### config.mk
export PLATFORM = sky130hd
export DESIGN_NAME = tcm_ctrl
export DESIGN_NICKNAME = d
export VERILOG_FILES = /design/src/tcm_pkg.sv /design/src/tcm_seq.sv /design/src/tcm_ctrl.sv
export VERILOG_INCLUDE_DIRS = /design/src
export SDC_FILE = /design/constraint.sdc
export NUM_CORES = 1
export LEC_CHECK = 0
export BUFFER_PORTS_ARGS = -buffer_cell sky130_fd_sc_hd__buf_2
export CORE_MARGIN = 2
export CORE_UTILIZATION = 40
export DETAILED_ROUTE_END_ITERATION = 10
export PLACE_DENSITY = 0.66
export RECOVER_POWER = 100
export SETUP_SLACK_MARGIN = 0.2
export SYNTH_ARGS = -nofsm -noshare
export SYNTH_HDL_FRONTEND = slang
export SYNTH_SLANG_ARGS = --single-unit
### constraint.sdc
create_clock -name clk -period 2.95 [get_ports clk]
set_clock_uncertainty 0.2 [all_clocks]
set_input_delay 0 -clock clk [delete_from_list [all_inputs] [get_ports clk]]
set_output_delay 0 -clock clk [all_outputs]
set_load 0.05 [all_outputs]
### src/tcm_ctrl_cfg.svh
// constants for the tightly coupled memory controller
`ifndef TCM_CTRL_CFG_SVH
`define TCM_CTRL_CFG_SVH
// device_control_bus register offsets, added to the configured base
`define TCM_OFS_DSIDE_CTL 10'h000
`define TCM_OFS_DSIDE_ARC 10'h001
`define TCM_OFS_ISIDE_CTL 10'h002
`define TCM_OFS_ISIDE_ARC 10'h003
`define TCM_OFS_ISIDE_INIT 10'h004
`define TCM_OFS_ISIDE_FILL 10'h005
// control register fields
`define TCM_CTL_EN_BIT 7
`define TCM_CTL_MULTI_BIT 3
`define TCM_CTL_WAIT_HI 2
`define TCM_CTL_WAIT_LO 0
// reset values
`define TCM_CTL_RST 8'h00
`define TCM_ARC_RST 8'h00
`define TCM_WORD_RST 32'h0000_0000
// window decode: top byte of the core address selects a 16 MB window
`define TCM_WIN_HI 31
`define TCM_WIN_LO 24
// memory address slices inside the window
`define TCM_DADDR_HI 23
`define TCM_DADDR_LO 2
`define TCM_IADDR_HI 23
`define TCM_IADDR_LO 3
// access length limits in cpu clocks
`define TCM_CYC_SINGLE 4'h1
`define TCM_CYC_MULTI_MIN 4'h2
`define TCM_CYC_MAX 4'h8
`endif

### src/tcm_pkg.sv
// types shared by the tightly coupled memory controller
package tcm_pkg;
  // data side request from the core
  typedef struct packed {
    logic [31:0] addr;
    logic rd;
    logic wr;
    logic [3:0] be;
    logic [31:0] wdata;
  } tcm_dreq_s;
  // instruction side fetch request from the core
  typedef struct packed {
    logic [31:0] addr;
    logic rd;
  } tcm_ireq_s;
  // data side ram port
  typedef struct packed {
    logic en;
    logic [21:0] addr;
    logic [3:0] we;
    logic [31:0] wdata;
  } tcm_dram_s;
  // instruction side ram port
  typedef struct packed {
    logic en;
    logic [20:0] addr;
    logic we;
    logic [31:0] wdata;
  } tcm_iram_s;
  typedef enum logic [1:0] {TCM_IDLE, TCM_HOLD, TCM_DONE} tcm_state_e;
endpackage

### src/tcm_seq.sv
// access timer holding one memory access for 1 to 8 cpu clocks
`include "tcm_ctrl_cfg.svh"
module tcm_seq (
  input wire logic clk, // cpu clock
  input wire logic srst, // sync reset
  input wire logic start, // accept a new access
  input wire logic [3:0] cycles, // access length, 1 to 8
  output logic busy, // access held on the ram port
  output logic last, // final cycle of the access
  output logic done // answer pulse after the final cycle
);
  tcm_pkg::tcm_state_e state_reg;
  logic [3:0] cnt_reg;

  // ************************************************************
  // sequence
  // ************************************************************
  // counter reloads only from idle, so a request held across
  // the answer cycle cannot restart before done is seen
  always_ff @(posedge clk) begin
    if (srst) begin
      state_reg <= tcm_pkg::TCM_IDLE;
      cnt_reg <= 4'h0;
    end else begin
      unique case (state_reg)
        tcm_pkg::TCM_IDLE: begin
          if (start) begin
            state_reg <= tcm_pkg::TCM_HOLD;
            cnt_reg <= cycles;
          end
        end
        tcm_pkg::TCM_HOLD: begin
          cnt_reg <= cnt_reg - 4'h1;
          if (cnt_reg == `TCM_CYC_SINGLE) begin
            state_reg <= tcm_pkg::TCM_DONE;
          end
        end
        tcm_pkg::TCM_DONE: begin
          state_reg <= tcm_pkg::TCM_IDLE;
        end
        default: begin
          state_reg <= tcm_pkg::TCM_IDLE;
        end
      endcase
    end
  end

  // status decode
  assign busy = (state_reg == tcm_pkg::TCM_HOLD);
  assign last = busy && (cnt_reg == `TCM_CYC_SINGLE);
  assign done = (state_reg == tcm_pkg::TCM_DONE);
endmodule

### src/tcm_ctrl.sv
// tightly coupled memory controller between core and fabric rams
`include "tcm_ctrl_cfg.svh"
module tcm_ctrl #(
  parameter logic [9:0] BUS_BASE = 10'h000,
  parameter bit HAS_IRAM = 1'b1, // instruction ram present
  parameter bit HAS_DRAM = 1'b1 // data ram present
) (
  input wire logic clk, // cpu clock
  input wire logic srst, // sync reset
  input wire logic [9:0] dcb_addr, // control bus address
  input wire logic dcb_rd, // control bus read strobe
  input wire logic dcb_wr, // control bus write strobe
  input wire logic [31:0] dcb_wdata, // control bus write data
  output logic [31:0] dcb_rdata, // control bus read data
  output logic dcb_ack, // control bus acknowledge
  input wire tcm_pkg::tcm_dreq_s dreq, // core data request
  output logic [31:0] d_rdata, // data read return
  output logic d_done, // data access answered
  input wire tcm_pkg::tcm_ireq_s ireq, // core fetch request
  output logic [63:0] i_rdata, // two instructions
  output logic i_done, // fetch answered
  output tcm_pkg::tcm_dram_s dram, // data ram port
  input wire logic [31:0] dram_rdata, // data ram read bus
  output tcm_pkg::tcm_iram_s iram, // instruction ram port
  input wire logic [63:0] iram_rdata // instruction ram read bus
);
  // elaboration check: base plus highest offset must fit 10 bits
  if (int'(BUS_BASE) + int'(`TCM_OFS_ISIDE_FILL) > 1023) begin : g_chk
    $error("tcm_ctrl: BUS_BASE leaves no room for the registers");
  end

  // ************************************************************
  // helpers
  // ************************************************************
  // access length in cpu clocks from a control byte
  function automatic logic [3:0] acc_cycles(input logic [7:0] ctl);
    logic [3:0] n;
    n = {1'b0, ctl[`TCM_CTL_WAIT_HI:`TCM_CTL_WAIT_LO]} + 4'h1;
    if (!ctl[`TCM_CTL_MULTI_BIT]) begin
      acc_cycles = `TCM_CYC_SINGLE;
    end else if (n < `TCM_CYC_MULTI_MIN) begin
      acc_cycles = `TCM_CYC_MULTI_MIN;
    end else begin
      acc_cycles = n;
    end
  endfunction

  // window hit: enabled side whose range byte matches the top byte
  function automatic logic win_hit(input logic [7:0] ctl,
                                   input logic [7:0] arc,
                                   input logic [31:0] addr);
    win_hit = ctl[`TCM_CTL_EN_BIT] &&
              (addr[`TCM_WIN_HI:`TCM_WIN_LO] == arc);
  endfunction

  // register select: bus address against configured base
  function automatic logic reg_sel(input logic [9:0] a,
                                   input logic [9:0] ofs);
    reg_sel = (a == BUS_BASE + ofs);
  endfunction

  // ************************************************************
  // registers
  // ************************************************************
  logic [7:0] dside_ctl_reg;
  logic [7:0] dside_arc_reg;
  logic [7:0] iside_ctl_reg;
  logic [7:0] iside_arc_reg;
  logic [31:0] iside_init_reg;
  logic [31:0] iside_fill_reg;
  logic fill_pend_reg;
  logic [31:0] dcb_rdata_reg;
  logic dcb_ack_reg;
  logic sel_dctl;
  logic sel_darc;
  logic sel_ictl;
  logic sel_iarc;
  logic sel_init;
  logic sel_fill;
  logic sel_any;
  logic fill_go;

  // address decode, one select per register
  assign sel_dctl = reg_sel(dcb_addr, `TCM_OFS_DSIDE_CTL);
  assign sel_darc = reg_sel(dcb_addr, `TCM_OFS_DSIDE_ARC);
  assign sel_ictl = reg_sel(dcb_addr, `TCM_OFS_ISIDE_CTL);
  assign sel_iarc = reg_sel(dcb_addr, `TCM_OFS_ISIDE_ARC);
  assign sel_init = reg_sel(dcb_addr, `TCM_OFS_ISIDE_INIT);
  assign sel_fill = reg_sel(dcb_addr, `TCM_OFS_ISIDE_FILL);
  assign sel_any = sel_dctl | sel_darc | sel_ictl | sel_iarc |
                   sel_init | sel_fill;

  // data side control bytes
  always_ff @(posedge clk) begin
    if (srst) begin
      dside_ctl_reg <= `TCM_CTL_RST;
      dside_arc_reg <= `TCM_ARC_RST;
    end else if (dcb_wr) begin
      if (sel_dctl) begin
        dside_ctl_reg <= dcb_wdata[7:0];
      end
      if (sel_darc) begin
        dside_arc_reg <= dcb_wdata[7:0];
      end
    end
  end

  // instruction side control bytes
  always_ff @(posedge clk) begin
    if (srst) begin
      iside_ctl_reg <= `TCM_CTL_RST;
      iside_arc_reg <= `TCM_ARC_RST;
    end else if (dcb_wr) begin
      if (sel_ictl) begin
        iside_ctl_reg <= dcb_wdata[7:0];
      end
      if (sel_iarc) begin
        iside_arc_reg <= dcb_wdata[7:0];
      end
    end
  end

  // init word holds the target ram index and steps after each fill;
  // a bus write to it wins over the step so software can relocate
  always_ff @(posedge clk) begin
    if (srst) begin
      iside_init_reg <= `TCM_WORD_RST;
    end else if (dcb_wr && sel_init) begin
      iside_init_reg <= dcb_wdata;
    end else if (fill_go) begin
      iside_init_reg <= iside_init_reg + 32'h0000_0001;
    end
  end

  // fill word is the write data; writing it arms one ram write
  always_ff @(posedge clk) begin
    if (srst) begin
      iside_fill_reg <= `TCM_WORD_RST;
    end else if (dcb_wr && sel_fill) begin
      iside_fill_reg <= dcb_wdata;
    end
  end

  // pending fill: a new arm wins over the clear of the old one
  always_ff @(posedge clk) begin
    if (srst) begin
      fill_pend_reg <= 1'b0;
    end else if (dcb_wr && sel_fill && HAS_IRAM) begin
      fill_pend_reg <= 1'b1;
    end else if (fill_go) begin
      fill_pend_reg <= 1'b0;
    end
  end

  // read mux and acknowledge; unmapped addresses get no ack so
  // the bus chain passes them on
  always_ff @(posedge clk) begin
    if (srst) begin
      dcb_rdata_reg <= `TCM_WORD_RST;
      dcb_ack_reg <= 1'b0;
    end else begin
      dcb_ack_reg <= (dcb_rd | dcb_wr) & sel_any;
      if (dcb_rd) begin
        unique case (1'b1)
          sel_dctl: dcb_rdata_reg <= {24'h00_0000, dside_ctl_reg};
          sel_darc: dcb_rdata_reg <= {24'h00_0000, dside_arc_reg};
          sel_ictl: dcb_rdata_reg <= {24'h00_0000, iside_ctl_reg};
          sel_iarc: dcb_rdata_reg <= {24'h00_0000, iside_arc_reg};
          sel_init: dcb_rdata_reg <= iside_init_reg;
          sel_fill: dcb_rdata_reg <= iside_fill_reg;
          default: dcb_rdata_reg <= `TCM_WORD_RST;
        endcase
      end
    end
  end
  assign dcb_rdata = dcb_rdata_reg;
  assign dcb_ack = dcb_ack_reg;

  // ************************************************************
  // data side
  // ************************************************************
  logic d_hit;
  logic d_busy;
  logic d_last;
  logic d_fin;
  logic d_start;
  logic [31:0] d_rdata_reg;
  tcm_pkg::tcm_dram_s dram_reg;

  // absent ram never hits, so its window falls to the bus path
  assign d_hit = HAS_DRAM && (dreq.rd || dreq.wr) &&
                 win_hit(dside_ctl_reg, dside_arc_reg, dreq.addr);
  assign d_start = d_hit && !d_busy && !d_fin;

  tcm_seq u_dseq (
    .clk(clk),
    .srst(srst),
    .start(d_start),
    .cycles(acc_cycles(dside_ctl_reg)),
    .busy(d_busy),
    .last(d_last),
    .done(d_fin)
  );

  // ram port launched on accept and held for the whole access
  always_ff @(posedge clk) begin
    if (srst) begin
      dram_reg <= '0;
    end else if (d_start) begin
      dram_reg.en <= 1'b1;
      dram_reg.addr <= dreq.addr[`TCM_DADDR_HI:`TCM_DADDR_LO];
      dram_reg.we <= dreq.wr ? dreq.be : 4'h0;
      dram_reg.wdata <= dreq.wdata;
    end else if (d_last) begin
      dram_reg.en <= 1'b0;
      dram_reg.we <= 4'h0;
    end
  end
  assign dram = dram_reg;

  // read data captured in the final held cycle; second ram port is
  // the fabric's own and is never touched here
  always_ff @(posedge clk) begin
    if (srst) begin
      d_rdata_reg <= `TCM_WORD_RST;
    end else if (d_last) begin
      d_rdata_reg <= dram_rdata;
    end
  end
  assign d_rdata = d_rdata_reg;
  assign d_done = d_fin;

  // ************************************************************
  // instruction side
  // ************************************************************
  logic i_hit;
  logic i_busy;
  logic i_last;
  logic i_fin;
  logic i_start;
  logic [63:0] i_rdata_reg;
  tcm_pkg::tcm_iram_s iram_reg;

  assign i_hit = HAS_IRAM && ireq.rd &&
                 win_hit(iside_ctl_reg, iside_arc_reg, ireq.addr);
  // a pending fill takes the idle port before a new fetch
  assign fill_go = fill_pend_reg && !i_busy && !i_fin;
  assign i_start = i_hit && !i_busy && !i_fin && !fill_pend_reg;

  tcm_seq u_iseq (
    .clk(clk),
    .srst(srst),
    .start(i_start),
    .cycles(acc_cycles(iside_ctl_reg)),
    .busy(i_busy),
    .last(i_last),
    .done(i_fin)
  );

  // fetch holds its address; a fill writes for a single clock
  always_ff @(posedge clk) begin
    if (srst) begin
      iram_reg <= '0;
    end else if (fill_go) begin
      iram_reg.en <= 1'b1;
      iram_reg.we <= 1'b1;
      iram_reg.addr <= iside_init_reg[20:0];
      iram_reg.wdata <= iside_fill_reg;
    end else if (i_start) begin
      iram_reg.en <= 1'b1;
      iram_reg.we <= 1'b0;
      iram_reg.addr <= ireq.addr[`TCM_IADDR_HI:`TCM_IADDR_LO];
    end else if (i_last || iram_reg.we) begin
      iram_reg.en <= 1'b0;
      iram_reg.we <= 1'b0;
    end
  end
  assign iram = iram_reg;

  // two instructions returned together
  always_ff @(posedge clk) begin
    if (srst) begin
      i_rdata_reg <= 64'h0000_0000_0000_0000;
    end else if (i_last) begin
      i_rdata_reg <= iram_rdata;
    end
  end
  assign i_rdata = i_rdata_reg;
  assign i_done = i_fin;
endmodule

# Yosys cells after proc, flatten, opt, wreduce, memory -nomap -nowiden
# Index checks and enable logic that the tools add are counted.
[classes] n_addsub=5 n_bitwise=7 reduce_logical=40 mux=29 magnitude_cmp=2 n_eq_ne=17
[ops] op="$pmux W32 S6" count=1
[ops] op="$mux W32" count=2
[ops] op="$mux W4" count=9
[ops] op="$add A32 B1 Y32 const B" count=1
[ops] op="$mux W23" count=1
[ops] op="$mux W21" count=1
[ops] op="$eq A10 B2 Y1 const B" count=2
[ops] op="$eq A10 B3 Y1 const B" count=2
[ops] op="$eq A8 B8 Y1" count=2
[ops] op="$pmux W4 S2" count=2
[ops] op="$reduce_and A2 Y1" count=8
[ops] op="$logic_and A1 B1 Y1" count=15
[ops] op="$reduce_bool A2 Y1" count=6
[ops] op="$eq A10 B1 Y1 const B" count=1
[ops] op="$logic_not A10 Y1" count=1
[ops] op="$add A3 B1 Y4 const B" count=2
[ops] op="$eq A4 B1 Y1 const B" count=2
[ops] op="$lt A4 B2 Y1 const B" count=2
[ops] op="$mux W2" count=4
[ops] op="$pmux W2 S2" count=2
[ops] op="$sub A4 B1 Y4 const B" count=2
[ops] op="$mux W1" count=7
[ops] op="$or A1 B1 Y1" count=6
[ops] op="$logic_not A1 Y1" count=5
[ops] op="other kinds (8)" count=14
[totals] inputBits=245 regBits=352 wordCells=123 output_inout_bits=245

# Logic depth before layout (Yosys ltp)
[logic_depth] ltp_word=8 ltp_mapped=8 mapped_depth_nobuf=7

# Modules after synthesis
# Synthesis repeated with hierarchy kept, for this count alone.
[hier_totals] hier_cells=1526 area_unflattened_um2=14271.2
[by_module_without_submodules] module="tcm_ctrl" seq_area_each_um2=6806.5 cells_per_inst=1440 area_each_um2=13496.7 instances=1
[by_module_without_submodules] module="tcm_seq (u_iseq)" seq_area_each_um2=120.1 cells_per_inst=42 area_each_um2=399.1 instances=1
[by_module_without_submodules] module="tcm_seq (u_dseq)" seq_area_each_um2=120.1 cells_per_inst=44 area_each_um2=375.4 instances=1

# Least setup slack after synthesis
# OpenSTA, ideal clock, no wires.
[synth_path] path_type="register -> register" start="reg u_dseq.state_reg[1]" end="reg dram_reg, in the netlist dram[15]" arrival_ps=2239 required_time_ps=2680 period_less_slack_ps=2510 setup_ps=70 n_path_buf=2 slack_ps=440 path_stages_with_launch=8 path_cell_list="dfxtp_1 nor2b_1 nor2_1 nand2_1 clkbuf_1 clkbuf_1 nand2_1 a21oi_1"
[synth_between] elab_cells_between_ends=6 cone_classes="2 x eq/ne; 4 x reduce/logical"
[synth_rtl] item="start, declared" line_no="tcm_seq.sv:12" text="tcm_pkg::tcm_state_e state_reg;"
[synth_rtl] item="start signal, assigned" line_no="tcm_seq.sv:22" text="state_reg <= tcm_pkg::TCM_IDLE;"
[synth_rtl] item="start signal, assigned" line_no="tcm_seq.sv:28" text="state_reg <= tcm_pkg::TCM_HOLD;"
[synth_rtl] item="start signal, assigned" line_no="tcm_seq.sv:35" text="state_reg <= tcm_pkg::TCM_DONE;"
[synth_rtl] item="$eq A2 B2 Y1" line_no="tcm_seq.sv:51" text="assign done = (state_reg == tcm_pkg::TCM_DONE);"
[synth_rtl] item="via d_done" line_no="tcm_ctrl.sv:18" text="output logic d_done,"
[synth_rtl] item="$logic_not A1 Y1" line_no="tcm_ctrl.sv:193" text="assign d_start = d_hit && !d_busy && !d_fin;"
[synth_rtl] item="$logic_and A1 B1 Y1" line_no="tcm_ctrl.sv:193"
[synth_rtl] item="end, declared" line_no="tcm_ctrl.sv:188" text="tcm_pkg::tcm_dram_s dram_reg;"
# The timed path passes the listed nets, and every way through them passes these cells.
# A chain may end at the register's enable or synchronous reset.

# Final worst setup path
[layout_path] start="in dcb_addr[7]" end="reg iside_fill_reg[10]"
[layout_between] elab_chain_cells=2
[layout_rtl] item="start, declared" line_no="tcm_ctrl.sv:10" text="input wire logic [9:0] dcb_addr,"
[layout_rtl] item="$eq A10 B3 Y1" line_no="tcm_ctrl.sv:59" text="reg_sel = (a == BUS_BASE + ofs);"
[layout_rtl] item="$logic_and A1 B1 Y1" line_no="tcm_ctrl.sv:139" text="end else if (dcb_wr && sel_fill) begin"
[layout_rtl] item="end signal, assigned" line_no="tcm_ctrl.sv:138" text="iside_fill_reg <= `TCM_WORD_RST;"
[layout_rtl] item="end signal, assigned" line_no="tcm_ctrl.sv:140" text="iside_fill_reg <= dcb_wdata;"
[layout_rtl] item="end, declared" line_no="tcm_ctrl.sv:70" text="logic [31:0] iside_fill_reg;"
# No other way between the ends.

==> run_results.csv <==
group,metric,value,unit
clock_network,clock_latency,0.54,ns
worst_setup_path,cp_slowest_cell,"or4_1",
clock_network,htreeDepth,2,
sta,slew_headroom,0.254,
worst_setup_path,max_stage_delay,0.61,ns
hold_path,hold_start,"ireq[27]",
pwr,vdd_drop_max,0.430,mV
sta,worst_pin_slew,1.12,ns
final_layout,largest_register_ffs,64,
sta,finalSetupTns,0,ns
grt,grt_overflow,0,
worst_setup_path,cp_max_fo,32,
grt,track_usage,0.249,
final_layout,regArea,7050,µm²
pwr,netSwitchingFraction,0.221,
pwr,pwr-share-seq,0.469,
synthesis,ys_warn_count,0,
worst_setup_path,critPathArrivalTime,3.02,ns
drt,antenna_left,0,
synthesis,synthFlopType,"dfxtp_1",
final_layout,layout_common_cells,"nand2_1, dfxtp_1, clkbuf_1",
pwr,p_int,7.90,mW
sta,drv_slew,0,
clock_network,cts_buffers,39,
floorplan,start_util,0.407,
drt,viasPerCell,5.16,
pwr,clkPwrFrac,0.470,
floorplan,die-area,36600,µm²
place,port_buffers,484,
sta,rsz0062_at_grt,"yes",
drt,dr.pass1.iters,5,
final_layout,num-fill-cells,3093,
grt,grt_pass1_vias,14200,
clock_network,cts_buffer_depth,3,
final_layout,multi_input_area,6460,µm²
sta,fmax,365,MHz
sta,setup_viol,0,
final_layout,fin_util,0.587,
floorplan,die_h,191,µm
clock_network,cts_sinks,352,
synthesis,syn_inst,1702,
place,dp.cells,2551,
synthesis,async_reset_ff_frac,0,
synthesis,synth_area,14100,µm²
final_layout,nNetsFinal,2632,
place,dp_worst_setup_slack,0.306,ns
flow_run,drv_cap,0,
final_layout,area_delta_synth_final,44.3,%
floorplan,die-width,191,µm
worst_setup_path,reg2reg_slack,0.28,ns
hold_path,worstHoldEndpoint,"u_iseq.cnt_reg[1]",
drt,vias,14800,
synthesis,syn-num-nets,1954,
worst_setup_path,r2r-end,"dram[28]",
floorplan,core,34500,µm²
synthesis,synth_edf_count,0,
hold_path,hp-class,"input pin to flop",
outcome,status,"completed",
clock_network,cts.clk_slew.worst_paths,0.06,ns
floorplan,pin_count,490,
worst_setup_path,r2r_cells,9,
drt,wl_per_cell,17.2,µm
clock_network,cts_tree,"yes",
synthesis,synth_seq_cells,352,
place,place.gp.congestion,0.848,
grt,antenna_found_initial,1,
floorplan,rows,68,
pwr,power.leakage,7.69,nW
worst_setup_path,start_kind,"input pin",
final_layout,drive_above_1_share,0.149,
sta,hold-worst-slack,0.0128,ns
pwr,comb_power_share,0.061,
worst_setup_path,cp-end-kind,"flop",
clock_network,root_buffer,"clkbuf_16",
hold_path,hold_depth,6,
synthesis,ys_seq_area_frac,0.502,
worst_setup_path,r2r_start,"dside_arc_reg[4]",
pwr,power_density,500,nW/µm²
sta,min_period,2.74,ns
sta,fin_ws,0.208,ns
worst_setup_path,cp_cell_sequence,"dlygate4sd3_1, buf_2, or4_1, nor3_4, nand3_1, nor2_1, buf_6, nand2_1, a21oi_1, dlygate4sd3_1",
final_layout,layout_commonest_cell,"nand2_1",
drt,drt_iter0_drc,895,
grt,grt_max_degree,118,
grt,grt_pass1_wl,74000,µm
sta,fin_crit_sh,0.930,
synthesis,yosysUniqueCellTypes,54,
place,post-dp-hpwl,30900,µm
sta,hold_viol,0,
drt,remaining_drc_errors,0,
final_layout,instances_no_fill,2866,
drt,drt_wl_total,49300,µm
worst_setup_path,cp.required,3.23,ns
worst_setup_path,crit_top_cell,"dlygate4sd3_1",
worst_setup_path,crit_type,"input pin to flop",
pwr,p_sw,2.24,mW
synthesis,syn_avg_cell_area,8.26,µm²
==> logic make-up (layout without fill, tap and decap cells) <==
| group | Yosys count | after routing | share of synthesized area |
|---|---|---|---|
| AO/OA/AOI/OAI | 362 | 362 | 0.144 |
| buffers and inverters | 134 | 842 | 0.0390 |
| XOR/XNOR | 51 | 51 | 0.0323 |
| other | 0 | 1 | 0 |
| adder cells (fa/ha/maj) | 7 | 7 | 0.00623 |
| multiplexers | 84 | 84 | 0.0646 |
| flip-flops | 352 | 352 | 0.502 |
| AND/OR/NAND/NOR | 712 | 712 | 0.212 |
==> metrics by stage <==
step / cell area, µm² / total power [mW]
3_5_place_dp: 16900 / 5.23
4_1_cts: 20500 / 10.2
3_3_place_gp: 16900 / 5.22
6_report: 20300 / 10.1
5_1_grt: 20300 / 10.5
2_1_floorplan: 14100 / 5.00
==> cell usage after synthesis (5+ instances only) <==
library cell	count	area (µm²)
nand2_1	508	1910
dfxtp_1	352	7050
a21oi_1	244	1220
nor2_1	109	409
clkbuf_1	91	342
mux2i_1	75	751
a211oi_1	57	428
o21ai_0	38	190
xnor2_1	35	307
nand3_1	23	115
inv_1	16	60.1
buf_2	15	75.1
xor2_1	15	131
and3_1	9	56.3
nand4_1	8	50.1
a31oi_1	7	43.8
buf_1	7	26.3
ha_1	7	87.6
nand2b_1	7	43.8
nor3_1	7	35.0
or3_1	6	37.5
mux4_2	5	113
nor3_2	5	50.1
==> final cells by class <==
| class | instances | share of cell area |
|---|---|---|
| Multi-Input combinational cell | 1216 | 0.319 |
| Clock buffer | 60 | 0.0570 |
| Tap cell | 455 | 0.0281 |
| Inverter | 16 | 0.00296 |
| Clock inverter | 11 | 0.00469 |
| Timing Repair Buffer | 755 | 0.241 |
| Sequential cell | 352 | 0.348 |
| Antenna cell | 1 | 0.000123 |
==> power groups by stage <==
stage               sequential, mW  clock (mW)  combinational, mW
detailed placement            4.86           0              0.361
floorplan                     4.87           0              0.127
CTS                           4.76        4.85              0.601
global route                  4.76        5.04              0.653
finish                        4.76        4.77              0.618
global placement              4.86           0              0.361
==> worst max-delay path, delay by kind of cell <==
family          cells  cell delay [ns]
simple gates        5             1.32
buf+inv             4             1.55
compound gates      1             0.14
==> metal layers <==
metal,global-route usage,up-vias,wire length (µm)
met3,0.0589,145,4120
li1,-,7067,-
met5,0,-,0
met4,0.112,0,2190
met1,0.304,6916,19500
met2,0.417,669,23400
==> worst max-delay path by stage <==
stage                              from            endpoint  slack [ns]  cells after the start
global route                dcb_addr[4]    iside_arc_reg[0]        0.10                      9
detailed placement  u_iseq.state_reg[1]            iram[42]        0.31                      6
floorplan           u_dseq.state_reg[1]            dram[15]        0.44                      7
finish                      dcb_addr[7]  iside_fill_reg[10]        0.21                     10
CTS                         dcb_addr[4]    iside_ctl_reg[6]        0.24                      9
global placement    u_iseq.state_reg[1]            iram[50]        0.37                      6
==> timing repair <==
| item | in CTS | in global routing |
|---|---|---|
| hold buffers | 235 | 5 |
| setup buffers | 0 | 1 |
| hold endpoints to repair | 308 | 4 |
| endpoints found under the setup margin | 0 | 93 |
| resized for setup | 0 | 11 |
Power figures use the tool's default switching activity.
